`config.mk`:
```
export PLATFORM = sky130hd
export DESIGN_NAME = serial_uart_register_core
export DESIGN_NICKNAME = d
export VERILOG_FILES = /design/src/uart_pkg.sv /design/src/serial_uart_register_core.sv
export SDC_FILE = /design/constraint.sdc
export NUM_CORES = 1
export LEC_CHECK = 0
export BUFFER_PORTS_ARGS = -buffer_cell sky130_fd_sc_hd__buf_4
export CAP_MARGIN = 5
export CORE_ASPECT_RATIO = 2
export CORE_MARGIN = 3
export CORE_UTILIZATION = 62
export CTS_CLUSTER_SIZE = 16
export DETAILED_ROUTE_END_ITERATION = 10
export MAX_ROUTING_LAYER = met4
export PLACE_DENSITY = 0.85
export SYNTH_ARGS = -nofsm -noshare
export SYNTH_HDL_FRONTEND = slang
export SYNTH_SLANG_ARGS = --single-unit
export TNS_END_PERCENT = 10
```
`constraint.sdc`:
```
create_clock -name mclk -period 5.1 [get_ports mclk]
set_input_delay 1.02 -clock mclk [delete_from_list [all_inputs] [get_ports mclk]]
set_output_delay 1.02 -clock mclk [all_outputs]
set_load 0.1 [all_outputs]
```
`src/uart_pkg.sv`:
```
// Constants, bus carrier and state types for the serial transceiver core
package uart_pkg;
    // Clock and baud reference
    localparam int CLK_PERIOD_NS = 50;
    localparam int CLK_HZ = 1000000000 / CLK_PERIOD_NS;
    localparam int BAUD_REF_HZ = 153600;
    localparam int OVERSAMPLE = 16;
    localparam int TICK_REF_HZ = BAUD_REF_HZ * OVERSAMPLE;
    localparam logic [15:0] DL_RESET = 16'h0001;

    // Register offsets
    localparam logic [4:0] OFF_DATA = 5'h11;
    localparam logic [4:0] OFF_IER = 5'h13;
    localparam logic [4:0] OFF_IIR = 5'h15;
    localparam logic [4:0] OFF_LCR = 5'h17;
    localparam logic [4:0] OFF_MCR = 5'h19;
    localparam logic [4:0] OFF_LSR = 5'h1B;
    localparam logic [4:0] OFF_MSR = 5'h1D;

    // Line control fields
    localparam int LC_STOP = 2;
    localparam int LC_PEN = 3;
    localparam int LC_EVEN = 4;
    localparam int LC_STK = 5;
    localparam int LC_BRK = 6;
    localparam int LC_DIVISOR_ACCESS_SELECT = 7;
    localparam int LC_SW_BITS = 6;

    // Modem control fields
    localparam int MC_DTR = 0;
    localparam int MC_RTS = 1;
    localparam int MC_DRS = 2;
    localparam int MC_SRTS = 3;
    localparam int MC_LOOP = 4;

    // Interrupt enable fields
    localparam int IE_RX = 0;
    localparam int IE_TX = 1;
    localparam int IE_LS = 2;
    localparam int IE_MS = 3;

    // Cause codes, highest first
    localparam logic [1:0] CAUSE_LS = 2'h3;
    localparam logic [1:0] CAUSE_RX = 2'h2;
    localparam logic [1:0] CAUSE_TX = 2'h1;
    localparam logic [1:0] CAUSE_MS = 2'h0;

    // Oversample tick end counts for one bit, half a bit, 1.5 and two stop bits; least last data index
    localparam logic [4:0] BIT_END = 5'h0F;
    localparam logic [4:0] HALF_END = 5'h07;
    localparam logic [4:0] STOP15_END = 5'h17;
    localparam logic [4:0] STOP2_END = 5'h1F;
    localparam logic [2:0] MIN_LAST_IDX = 3'h4;

    typedef struct packed {
        logic rd;
        logic wr;
        logic [4:0] addr;
        logic [7:0] wdata;
    } bus_req_t;

    typedef struct packed {
        logic cd;
        logic ri;
        logic dsr;
        logic cts;
    } modem_t;

    typedef enum logic [4:0] {
        TX_IDLE = 5'h01,
        TX_START = 5'h02,
        TX_DATA = 5'h04,
        TX_PAR = 5'h08,
        TX_STOP = 5'h10
    } tx_state_t;

    typedef enum logic [5:0] {
        RX_IDLE = 6'h01,
        RX_START = 6'h02,
        RX_DATA = 6'h04,
        RX_PAR = 6'h08,
        RX_STOP = 6'h10,
        RX_HOLD = 6'h20
    } rx_state_t;
endpackage : uart_pkg

```
`src/serial_uart_register_core.sv`:
```
// Serial transceiver core with byte register port, baud generator and interrupt causes
//
// What this block does
// - Offsets 17..29; 17 reads receive, writes transmit
// - Held character moves to empty shifter
// - Assembled character moves to receive buffer
// - Bit rate is 153600 over divisor
// - Divisor access maps 17,19 to divisor
// - Four enable bits, upper zero, reset clears
// - Receive interrupt follows enable and ready flag
// - Transmit interrupt follows empty, cleared by write/ack
// - Line errors interrupt; status read clears
// - Modem deltas interrupt; status read clears
// - Identification gives highest cause as code
// - Identification read freezes cause until cleared
// - Pending bit reads zero while requesting
// - Divisor access bit redirects offsets 17,19
// - Break bit holds transmit line low
// - Line control loads low six switch bits at reset, upper two zero
// - Length code selects five to eight bits
// - Stop field: one, 1.5 or two
// - Stick and even pick parity kind
// - Holding empty clears on write, sets when moved
//
// The strobed register port was decided locally.
`timescale 1ns/10ps
`default_nettype none
module serial_uart_register_core (
    input wire logic mclk,
    input wire logic rst,
    input wire uart_pkg::bus_req_t bus,
    output logic [7:0] rdata,
    input wire logic rxd,
    input wire uart_pkg::modem_t modem_in,
    input wire logic [7:0] line_sw,
    output logic txd,
    output logic dtr,
    output logic rts,
    output logic drs,
    output logic srts,
    output logic irq
);
    import uart_pkg::*;

    // Input synchronisers, second stage is the only reader of the first
    logic rxd_s1, rxd_s2;
    modem_t mdm_s1, mdm_s2;
    logic [7:0] sw_s1, sw_s2;
    always_ff @(posedge mclk) begin
        rxd_s1 <= rxd;
        rxd_s2 <= rxd_s1;
        mdm_s1 <= modem_in;
        mdm_s2 <= mdm_s1;
        sw_s1 <= line_sw;
        sw_s2 <= sw_s1;
    end

    // Register state
    logic [3:0] ier_q, ier_d;
    logic [7:0] lcr_q, lcr_d;
    logic [4:0] mcr_q, mcr_d;
    logic [15:0] dl_q, dl_d;
    logic [7:0] thr_q, thr_d, rbr_q, rbr_d, rdata_q, rdata_d;
    logic tx_holding_empty_q, tx_holding_empty_d, dr_q, dr_d, thack_q, thack_d, frz_q, frz_d;
    logic [3:0] err_q, err_d, mdelta_q, mdelta_d;
    logic [1:0] frz_code_q, frz_code_d;
    modem_t m_prev_q, m_now;
    logic txd_q, txd_d, irq_q;

    logic divisor_access_select, loop_on, tsre, tx_load, rx_done, rx_in, tick;
    logic [7:0] rx_sh_q, rx_sh_d;
    logic [3:0] rx_err, cause;
    logic [1:0] live_code, shown_code;
    logic pend, rd_rbr;

    assign divisor_access_select = lcr_q[LC_DIVISOR_ACCESS_SELECT];
    assign loop_on = mcr_q[MC_LOOP];

    // Parity bit for the selected kind over the active data bits
    // parity kind select
    function automatic logic par_of(input logic [7:0] d, input logic [7:0] lc);
        logic [7:0] m;
        m = 8'hFF >> (2'h3 - lc[1:0]);
        if (lc[LC_STK]) begin
            par_of = ~lc[LC_EVEN];
        end else begin
            par_of = lc[LC_EVEN] ? ^(d & m) : ~^(d & m);
        end
    endfunction : par_of

    // last data bit index from length code
    function automatic logic [2:0] last_idx(input logic [7:0] lc);
        last_idx = MIN_LAST_IDX + {1'b0, lc[1:0]};
    endfunction : last_idx

    // Baud generator: fractional prescale to 16x reference, then divisor
    logic [24:0] acc_q, acc_d;
    logic [15:0] div_cnt_q, div_cnt_d;
    logic [24:0] acc_sum;
    always_comb begin
        acc_sum = acc_q + 25'(TICK_REF_HZ);
        acc_d = acc_sum;
        div_cnt_d = div_cnt_q;
        tick = 1'b0;
        if (acc_sum >= 25'(CLK_HZ)) begin
            acc_d = acc_sum - 25'(CLK_HZ);
            if (dl_q != 16'h0000) begin
                if (div_cnt_q + 16'h0001 >= dl_q) begin
                    div_cnt_d = 16'h0000;
                    tick = 1'b1;
                end else begin
                    div_cnt_d = div_cnt_q + 16'h0001;
                end
            end
        end
    end
    always_ff @(posedge mclk) begin
        if (rst) begin
            acc_q <= 25'h0000000;
            div_cnt_q <= 16'h0000;
        end else begin
            acc_q <= acc_d;
            div_cnt_q <= div_cnt_d;
        end
    end

    // Transmitter
    tx_state_t tx_st_q, tx_st_d;
    logic [4:0] tx_cnt_q, tx_cnt_d;
    logic [2:0] tx_idx_q, tx_idx_d;
    logic [7:0] tx_sh_q, tx_sh_d;
    logic tx_line_q, tx_line_d, tx_par_q, tx_par_d;
    logic [4:0] stop_end;
    always_comb begin
        tx_st_d = tx_st_q;
        tx_cnt_d = tick ? tx_cnt_q + 5'h01 : tx_cnt_q;
        tx_idx_d = tx_idx_q;
        tx_sh_d = tx_sh_q;
        tx_line_d = tx_line_q;
        tx_par_d = tx_par_q;
        tx_load = 1'b0;
        if (!lcr_q[LC_STOP]) begin
            stop_end = BIT_END;
        end else begin
            stop_end = (lcr_q[1:0] == 2'h0) ? STOP15_END : STOP2_END;
        end
        unique case (tx_st_q)
            TX_IDLE: begin
                tx_line_d = 1'b1;
                if (!tx_holding_empty_q) begin
                    tx_load = 1'b1;
                    tx_sh_d = thr_q;
                    tx_par_d = par_of(thr_q, lcr_q);
                    tx_cnt_d = 5'h00;
                    tx_line_d = 1'b0;
                    tx_st_d = TX_START;
                end
            end
            TX_START: begin
                if (tick && tx_cnt_q == BIT_END) begin
                    tx_cnt_d = 5'h00;
                    tx_idx_d = 3'h0;
                    tx_line_d = tx_sh_q[0];
                    tx_st_d = TX_DATA;
                end
            end
            TX_DATA: begin
                // data LSB first, then parity or stop
                if (tick && tx_cnt_q == BIT_END) begin
                    tx_cnt_d = 5'h00;
                    if (tx_idx_q == last_idx(lcr_q)) begin
                        tx_line_d = lcr_q[LC_PEN] ? tx_par_q : 1'b1;
                        tx_st_d = lcr_q[LC_PEN] ? TX_PAR : TX_STOP;
                    end else begin
                        tx_idx_d = tx_idx_q + 3'h1;
                        tx_sh_d = tx_sh_q >> 1;
                        tx_line_d = tx_sh_q[1];
                    end
                end
            end
            TX_PAR: begin
                if (tick && tx_cnt_q == BIT_END) begin
                    tx_cnt_d = 5'h00;
                    tx_line_d = 1'b1;
                    tx_st_d = TX_STOP;
                end
            end
            TX_STOP: begin
                if (tick && tx_cnt_q == stop_end) begin
                    tx_st_d = TX_IDLE;
                end
            end
        endcase
        // break overrides; loop keeps the pin marking
        txd_d = lcr_q[LC_BRK] ? 1'b0 : (loop_on ? 1'b1 : tx_line_q);
    end
    always_ff @(posedge mclk) begin
        if (rst) begin
            tx_st_q <= TX_IDLE;
            tx_cnt_q <= 5'h00;
            tx_idx_q <= 3'h0;
            tx_sh_q <= 8'h00;
            tx_line_q <= 1'b1;
            tx_par_q <= 1'b0;
            txd_q <= 1'b1;
        end else begin
            tx_st_q <= tx_st_d;
            tx_cnt_q <= tx_cnt_d;
            tx_idx_q <= tx_idx_d;
            tx_sh_q <= tx_sh_d;
            tx_line_q <= tx_line_d;
            tx_par_q <= tx_par_d;
            txd_q <= txd_d;
        end
    end
    assign tsre = (tx_st_q == TX_IDLE);

    // Receiver, sampling mid-bit on the 16x tick
    rx_state_t rx_st_q, rx_st_d;
    logic [4:0] rx_cnt_q, rx_cnt_d;
    logic [2:0] rx_idx_q, rx_idx_d;
    logic rx_par_q, rx_par_d;
    assign rx_in = loop_on ? tx_line_q : rxd_s2;
    always_comb begin
        rx_st_d = rx_st_q;
        rx_cnt_d = tick ? rx_cnt_q + 5'h01 : rx_cnt_q;
        rx_idx_d = rx_idx_q;
        rx_sh_d = rx_sh_q;
        rx_par_d = rx_par_q;
        rx_done = 1'b0;
        rx_err = 4'h0;
        unique case (rx_st_q)
            RX_IDLE: begin
                rx_cnt_d = 5'h00;
                if (!rx_in) begin
                    rx_st_d = RX_START;
                end
            end
            RX_START: begin
                // Recheck at mid start bit so glitches are dropped
                if (tick && rx_cnt_q == HALF_END) begin
                    rx_cnt_d = 5'h00;
                    rx_idx_d = 3'h0;
                    rx_sh_d = 8'h00;
                    rx_st_d = rx_in ? RX_IDLE : RX_DATA;
                end
            end
            RX_DATA: begin
                if (tick && rx_cnt_q == BIT_END) begin
                    rx_cnt_d = 5'h00;
                    rx_sh_d[rx_idx_q] = rx_in;
                    if (rx_idx_q == last_idx(lcr_q)) begin
                        rx_st_d = lcr_q[LC_PEN] ? RX_PAR : RX_STOP;
                    end else begin
                        rx_idx_d = rx_idx_q + 3'h1;
                    end
                end
            end
            RX_PAR: begin
                if (tick && rx_cnt_q == BIT_END) begin
                    rx_cnt_d = 5'h00;
                    rx_par_d = rx_in;
                    rx_st_d = RX_STOP;
                end
            end
            RX_STOP: begin
                if (tick && rx_cnt_q == BIT_END) begin
                    rx_done = 1'b1;
                    rx_err[3] = (rx_sh_q == 8'h00) && !rx_in && !(lcr_q[LC_PEN] && rx_par_q);
                    rx_err[2] = !rx_in;
                    rx_err[1] = lcr_q[LC_PEN] && (rx_par_q != par_of(rx_sh_q, lcr_q));
                    rx_st_d = rx_in ? RX_IDLE : RX_HOLD;
                end
            end
            RX_HOLD: begin
                // Wait out a break before hunting for a new start bit
                if (rx_in) begin
                    rx_st_d = RX_IDLE;
                end
            end
        endcase
    end
    always_ff @(posedge mclk) begin
        if (rst) begin
            rx_st_q <= RX_IDLE;
            rx_cnt_q <= 5'h00;
            rx_idx_q <= 3'h0;
            rx_sh_q <= 8'h00;
            rx_par_q <= 1'b0;
        end else begin
            rx_st_q <= rx_st_d;
            rx_cnt_q <= rx_cnt_d;
            rx_idx_q <= rx_idx_d;
            rx_sh_q <= rx_sh_d;
            rx_par_q <= rx_par_d;
        end
    end

    // Interrupt causes, indexed by cause code
    // cause terms
    assign cause[CAUSE_LS] = ier_q[IE_LS] && (|err_q);
    assign cause[CAUSE_RX] = ier_q[IE_RX] && dr_q;
    assign cause[CAUSE_TX] = ier_q[IE_TX] && tx_holding_empty_q && !thack_q;
    assign cause[CAUSE_MS] = ier_q[IE_MS] && (|mdelta_q);
    assign pend = |cause;
    assign live_code = cause[CAUSE_LS] ? CAUSE_LS : cause[CAUSE_RX] ? CAUSE_RX :
                       cause[CAUSE_TX] ? CAUSE_TX : CAUSE_MS;
    assign shown_code = frz_q ? frz_code_q : live_code;
    assign m_now = loop_on ? modem_t'({mcr_q[MC_DRS], mcr_q[MC_SRTS], mcr_q[MC_DTR],
                                       mcr_q[MC_RTS]}) : mdm_s2;
    assign rd_rbr = bus.rd && bus.addr == OFF_DATA && !divisor_access_select;

    // Register file: load flag before reads and writes, receive and modem events last so their sets win
    always_comb begin
        ier_d = ier_q;
        lcr_d = lcr_q;
        mcr_d = mcr_q;
        dl_d = dl_q;
        thr_d = thr_q;
        tx_holding_empty_d = tx_holding_empty_q;
        rbr_d = rbr_q;
        dr_d = dr_q;
        err_d = err_q;
        mdelta_d = mdelta_q;
        thack_d = thack_q;
        frz_d = frz_q;
        frz_code_d = frz_code_q;
        rdata_d = 8'h00;
        // frozen cause released once its condition is gone
        if (frz_q && !cause[frz_code_q]) begin
            frz_d = 1'b0;
        end
        if (tx_load) begin
            tx_holding_empty_d = 1'b1;
        end
        if (bus.rd) begin
            case (bus.addr)
                OFF_DATA: begin
                    rdata_d = divisor_access_select ? dl_q[7:0] : rbr_q;
                    if (!divisor_access_select) begin
                        dr_d = 1'b0;
                    end
                end
                OFF_IER: rdata_d = divisor_access_select ? dl_q[15:8] : {4'h0, ier_q};
                OFF_IIR: begin
                    rdata_d = {5'h00, shown_code, ~pend};
                    if (pend && !frz_q) begin
                        frz_d = 1'b1;
                        frz_code_d = live_code;
                    end
                    if (pend && shown_code == CAUSE_TX) begin
                        thack_d = 1'b1;
                    end
                end
                OFF_LCR: rdata_d = lcr_q;
                OFF_MCR: rdata_d = {3'h0, mcr_q};
                OFF_LSR: begin
                    rdata_d = {1'b0, tsre, tx_holding_empty_q, err_q, dr_q};
                    err_d = 4'h0;
                end
                OFF_MSR: begin
                    rdata_d = {m_now, mdelta_q};
                    mdelta_d = 4'h0;
                end
                default: rdata_d = 8'h00;
            endcase
        end
        if (bus.wr) begin
            case (bus.addr)
                OFF_DATA: begin
                    if (divisor_access_select) begin
                        dl_d[7:0] = bus.wdata;
                    end else begin
                        thr_d = bus.wdata;
                        tx_holding_empty_d = 1'b0;
                    end
                end
                OFF_IER: begin
                    if (divisor_access_select) begin
                        dl_d[15:8] = bus.wdata;
                    end else begin
                        ier_d = bus.wdata[3:0];
                    end
                end
                OFF_LCR: lcr_d = bus.wdata;
                OFF_MCR: mcr_d = bus.wdata[4:0];
                OFF_LSR: begin
                    dr_d = bus.wdata[0];
                    err_d = err_q | bus.wdata[4:1];
                    tx_holding_empty_d = tx_holding_empty_d | bus.wdata[5];
                end
                default: ;
            endcase
        end
        // acknowledge ends once the holding register refills
        if (!tx_holding_empty_d) begin
            thack_d = 1'b0;
        end
        if (rx_done) begin
            rbr_d = rx_sh_q;
            dr_d = 1'b1;
            err_d = err_d | {rx_err[3:1], dr_q && !rd_rbr};
        end
        // deltas from the synchronised modem lines, or from the control bits in loopback
        mdelta_d[3] = mdelta_d[3] | (m_now.cd ^ m_prev_q.cd);
        mdelta_d[2] = mdelta_d[2] | (m_prev_q.ri & ~m_now.ri);
        mdelta_d[1] = mdelta_d[1] | (m_now.dsr ^ m_prev_q.dsr);
        mdelta_d[0] = mdelta_d[0] | (m_now.cts ^ m_prev_q.cts);
    end
    always_ff @(posedge mclk) begin
        if (rst) begin
            ier_q <= 4'h0;
            lcr_q <= {2'h0, sw_s2[LC_SW_BITS-1:0]};
            mcr_q <= 5'h00;
            dl_q <= DL_RESET;
            thr_q <= 8'h00;
            tx_holding_empty_q <= 1'b1;
            rbr_q <= 8'h00;
            dr_q <= 1'b0;
            err_q <= 4'h0;
            mdelta_q <= 4'h0;
            thack_q <= 1'b0;
            frz_q <= 1'b0;
            frz_code_q <= CAUSE_MS;
            rdata_q <= 8'h00;
            m_prev_q <= 4'h0;
            irq_q <= 1'b0;
        end else begin
            ier_q <= ier_d;
            lcr_q <= lcr_d;
            mcr_q <= mcr_d;
            dl_q <= dl_d;
            thr_q <= thr_d;
            tx_holding_empty_q <= tx_holding_empty_d;
            rbr_q <= rbr_d;
            dr_q <= dr_d;
            err_q <= err_d;
            mdelta_q <= mdelta_d;
            thack_q <= thack_d;
            frz_q <= frz_d;
            frz_code_q <= frz_code_d;
            rdata_q <= rdata_d;
            m_prev_q <= m_now;
            irq_q <= pend;
        end
    end

    assign rdata = rdata_q;
    assign txd = txd_q;
    assign irq = irq_q;
    assign dtr = mcr_q[MC_DTR];
    assign rts = mcr_q[MC_RTS];
    assign drs = mcr_q[MC_DRS];
    assign srts = mcr_q[MC_SRTS];
endmodule : serial_uart_register_core
`default_nettype wire

```
==> out/metrics.csv <==
stage,metric,value,unit
timing,final setup fails,0,
timing,Setup TNS Final,0,ns
power,sw frac,0.257,
power,Gate power share,0.099,
global_routing,vias in the first global route,7980,
timing,achievable frequency,214,MHz
setup_path,"Max FO, Critical Path",9,
detailed_routing,post-route ant nets,0,
logic_synthesis,Mapped Cells,1109,
cts,Sink Count,178,
cells_and_area,post-route insts no fill,1329,
timing,WHS,0.325,ns
timing,"Hold Violations, Final",0,
detailed_routing,drt first pass iters,5,
cts,# hold bufs at CTS,0,
cts,Worst-Skew Late Latency,0.44,ns
timing,fin crit share,0.914,
timing,Final Skew,0.0142,ns
power,peak supply drop,252,uV
global_routing,largest net degree at the start of global routing,60,
logic_synthesis,Post-synth EDFFs,6,
cts,total CTS buffers,17,
cells_and_area,most frequent cells in the layout,"dfxtp_1, nor2_1, nand2_1",
cts,H-tree levels,4,
power,static leakage power,0.00390,uW
logic_synthesis,Mapped Avg Cell Area,8.27,um^2
placement,# port buffers,41,
floorplan,Core Area,0.0144,mm^2
setup_path,CP max stage cell,o211a_1,
cells_and_area,"commonest non-fill, non-tap cell in the layout",dfxtp_1,
detailed_routing,total number of vias,8174,
logic_synthesis,Synth cell types,74,
setup_path,Crit path max-delay family,simple AND/OR/NAND/NOR gates,
run,max cap viols,0,
floorplan,IO Pins,44,
timing,actual slew at the worst max-slew pin,1.13,ns
floorplan,full die area,0.0164,mm^2
cts,postcts setup bufs,0,
detailed_routing,First DRT Iteration DRCs,584,
placement,GPL Wtd Cong,0.981,
timing,Max Slew Vio Count,0,
setup_path,CP arrival,5.04,ns
logic_synthesis,count of state elements after synthesis,178,
power,P_int,2320,uW
setup_path,WS Path Type,register to register,
detailed_routing,vias per inst,6.15,
logic_synthesis,Ys Warns,0,
power,Net Sw Power,804,uW
cells_and_area,ANT cells,0,
setup_path,Worst setup SP type,register,
placement,Post-DP HPWL,17100,um
setup_path,CP max stage delay,0.47,ns
detailed_routing,DR top layer,met4,
global_routing,GRT overflow,0,
detailed_routing,drt wl/cell,17.8,um
cts,CTS Root Cell,clkbuf_16,
global_routing,GRT Total Usage,0.306,
power,Flop pwr share,0.478,
setup_path,CP most frequent cell,and3_1,
cells_and_area,P&R area growth vs syn,11.1,%
cells_and_area,fillcell total,1198,
power,clock power share,0.424,
global_routing,initial antenna violation count,0,
detailed_routing,routed wire length,23600,um
floorplan,# rows,62,
global_routing,first-pass GRT wire length,38600,um
cells_and_area,layout cell share with drive strength beyond 1,0.0985,
cts,TritonCTS clock tree,yes,
hold_path,HP Class,register to register,
timing,RSZ-0062 raised after global routing,false,
setup_path,CP Buf/Inv Count,0,
floorplan,chip height,178,um
detailed_routing,M1 WL,8440,um
timing,Max-slew headroom,0.236,
timing,minimum clock period,4.66,ns
logic_synthesis,Syn Nets,1168,
detailed_routing,DRC,0,
setup_path,Worst Path Required,5.48,ns
logic_synthesis,ys async rst share,0,
floorplan,Die X,92.0,um
cts,Worst-path clk slew,0.07,ns
floorplan,Initial Util,0.635,
logic_synthesis,sequential share of the synthesized area,0.395,
cells_and_area,final layout net count,1184,
power,Power Dens Cells,307,mW/mm^2
run_status,outcome,completed,
placement,Placed Cells,1298,
detailed_routing,metal3 WL,1100,um
logic_synthesis,"Top FF cell, synth",dfxtp_1,
setup_path,Setup crit end kind,register,
setup_path,CP Cell Sequence,nand3_1 -> nor3_2 -> and3_1 -> and3_1 -> and3_1 -> and3_1 -> xor2_1 -> ha_1 -> nand4_1 -> nor3_1 -> o211ai_1 -> nand3_1 -> o211a_1 -> nand2_1 -> nor4b_2 -> a31o_2,
cts,clk buf depth,2,
detailed_routing,wire length on met2,12300,um
logic_synthesis,Mapped Area,0.00917,mm^2
## final cells by class
class / instances / area (um^2) / share of cell area
clock buffers: 19 / 454 / 0.0446
clock inverters: 12 / 146 / 0.0144
inverters: 33 / 124 / 0.0122
multi-input cells: 844 / 5210 / 0.512
flip-flops and latches: 178 / 3620 / 0.356
well taps: 192 / 240 / 0.0236
repair buffers: 51 / 383 / 0.0376
## power groups by stage
stage / sequential, uW / combinational (uW) / clock [uW]
4_1_cts: 1490 / 306 / 1340
3_3_place_gp: 1520 / 298 / 0
5_1_grt: 1500 / 338 / 1400
6_report: 1490 / 309 / 1320
2_1_floorplan: 1500 / 226 / 0
3_5_place_dp: 1520 / 302 / 0
## per-layer routing
metal  vias up  GRT usage
li1       3937          -
met3       132     0.0467
met5         -          -
met4         0      0.212
met2       307      0.534
met1      3798      0.309
## final timing paths
kind	start	to	slack, ns	depth (start not counted)
worst max-delay path	div_cnt_q[2]$_SDFFE_PP0P_	rx_sh_q[3]$_SDFFE_PP0P_	0.44	16
worst min-delay path	sw_s1[0]$_DFF_P_	sw_s2[0]$_DFF_P_	0.33	0
worst max register to register	div_cnt_q[2]$_SDFFE_PP0P_	rx_sh_q[3]$_SDFFE_PP0P_	0.44	16
worst min register to register	sw_s1[0]$_DFF_P_	sw_s2[0]$_DFF_P_	0.33	0
## metrics by stage
stage / cell area, um^2 / total power (uW) / worst slack (ns) / utilization
final: 10200 / 3130 / 0.437 / 0.706
after global routing: 10200 / 3240 / 0.115 / 0.706
after CTS: 10200 / 3140 / 0.350 / 0.705
after detailed placement: 9580 / 1830 / 0.389 / 0.664
after global placement: 9580 / 1820 / 0.537 / 0.664
after floorplan: 9170 / 1730 / 0.930 / -
## synthesized netlist by cell type (all sizes together), types with 6 or more instances
| master | number | area [um^2] |
|---|---|---|
| nand3b | 17 | 128 |
| nand3 | 37 | 185 |
| nor4 | 7 | 43.8 |
| a22oi | 12 | 90.1 |
| a211oi | 12 | 95.1 |
| edfxtp | 6 | 180 |
| xnor2 | 32 | 288 |
| nor2 | 160 | 601 |
| a21o | 9 | 67.6 |
| nor3b | 9 | 78.8 |
| o21a | 6 | 45.0 |
| nand4 | 8 | 50.1 |
| dfxtp | 172 | 3440 |
| ha | 29 | 363 |
| a31oi | 11 | 83.8 |
| mux2i | 50 | 500 |
| inv | 33 | 124 |
| xor2 | 24 | 210 |
| nand2b | 18 | 113 |
| a21oi | 95 | 479 |
| and3 | 11 | 68.8 |
| a221oi | 6 | 52.6 |
| buf | 8 | 38.8 |
| or3 | 10 | 62.6 |
| mux2 | 10 | 113 |
| nand2 | 112 | 420 |
| o21ai | 61 | 309 |
| clkbuf | 46 | 173 |
| nor3 | 15 | 75.1 |
| o211ai | 7 | 52.6 |
| nor2b | 14 | 87.6 |
## cells by family after synthesis
group,share of synthesized area
AOI/OAI and AO/OA,0.169
xor gates and xnor gates,0.0543
adders and majority gates,0.0396
buffers and inverters,0.0366
DFF,0.395
muxes,0.0693
and+or+nand+nor,0.236
## state kept, by name, indices dropped and copies added, names as in the netlist, 6 cells and up
name / count
rbr_q: 8
lcr_q: 8
div_cnt_q: 16
rx_sh_q: 8
rdata: 8
thr_q: 8
sw_s1: 6
acc_q: 17
rx_st_q: 6
sw_s2: 6
tx_sh_q: 8
dl_q: 16
## what timing repair did
action,4_1_cts,5_1_grt
setup endpoints to repair,0,4
endpoints found under the hold margin,0,0
gates resized for setup,0,1
(Power assumes the default switching activity.)
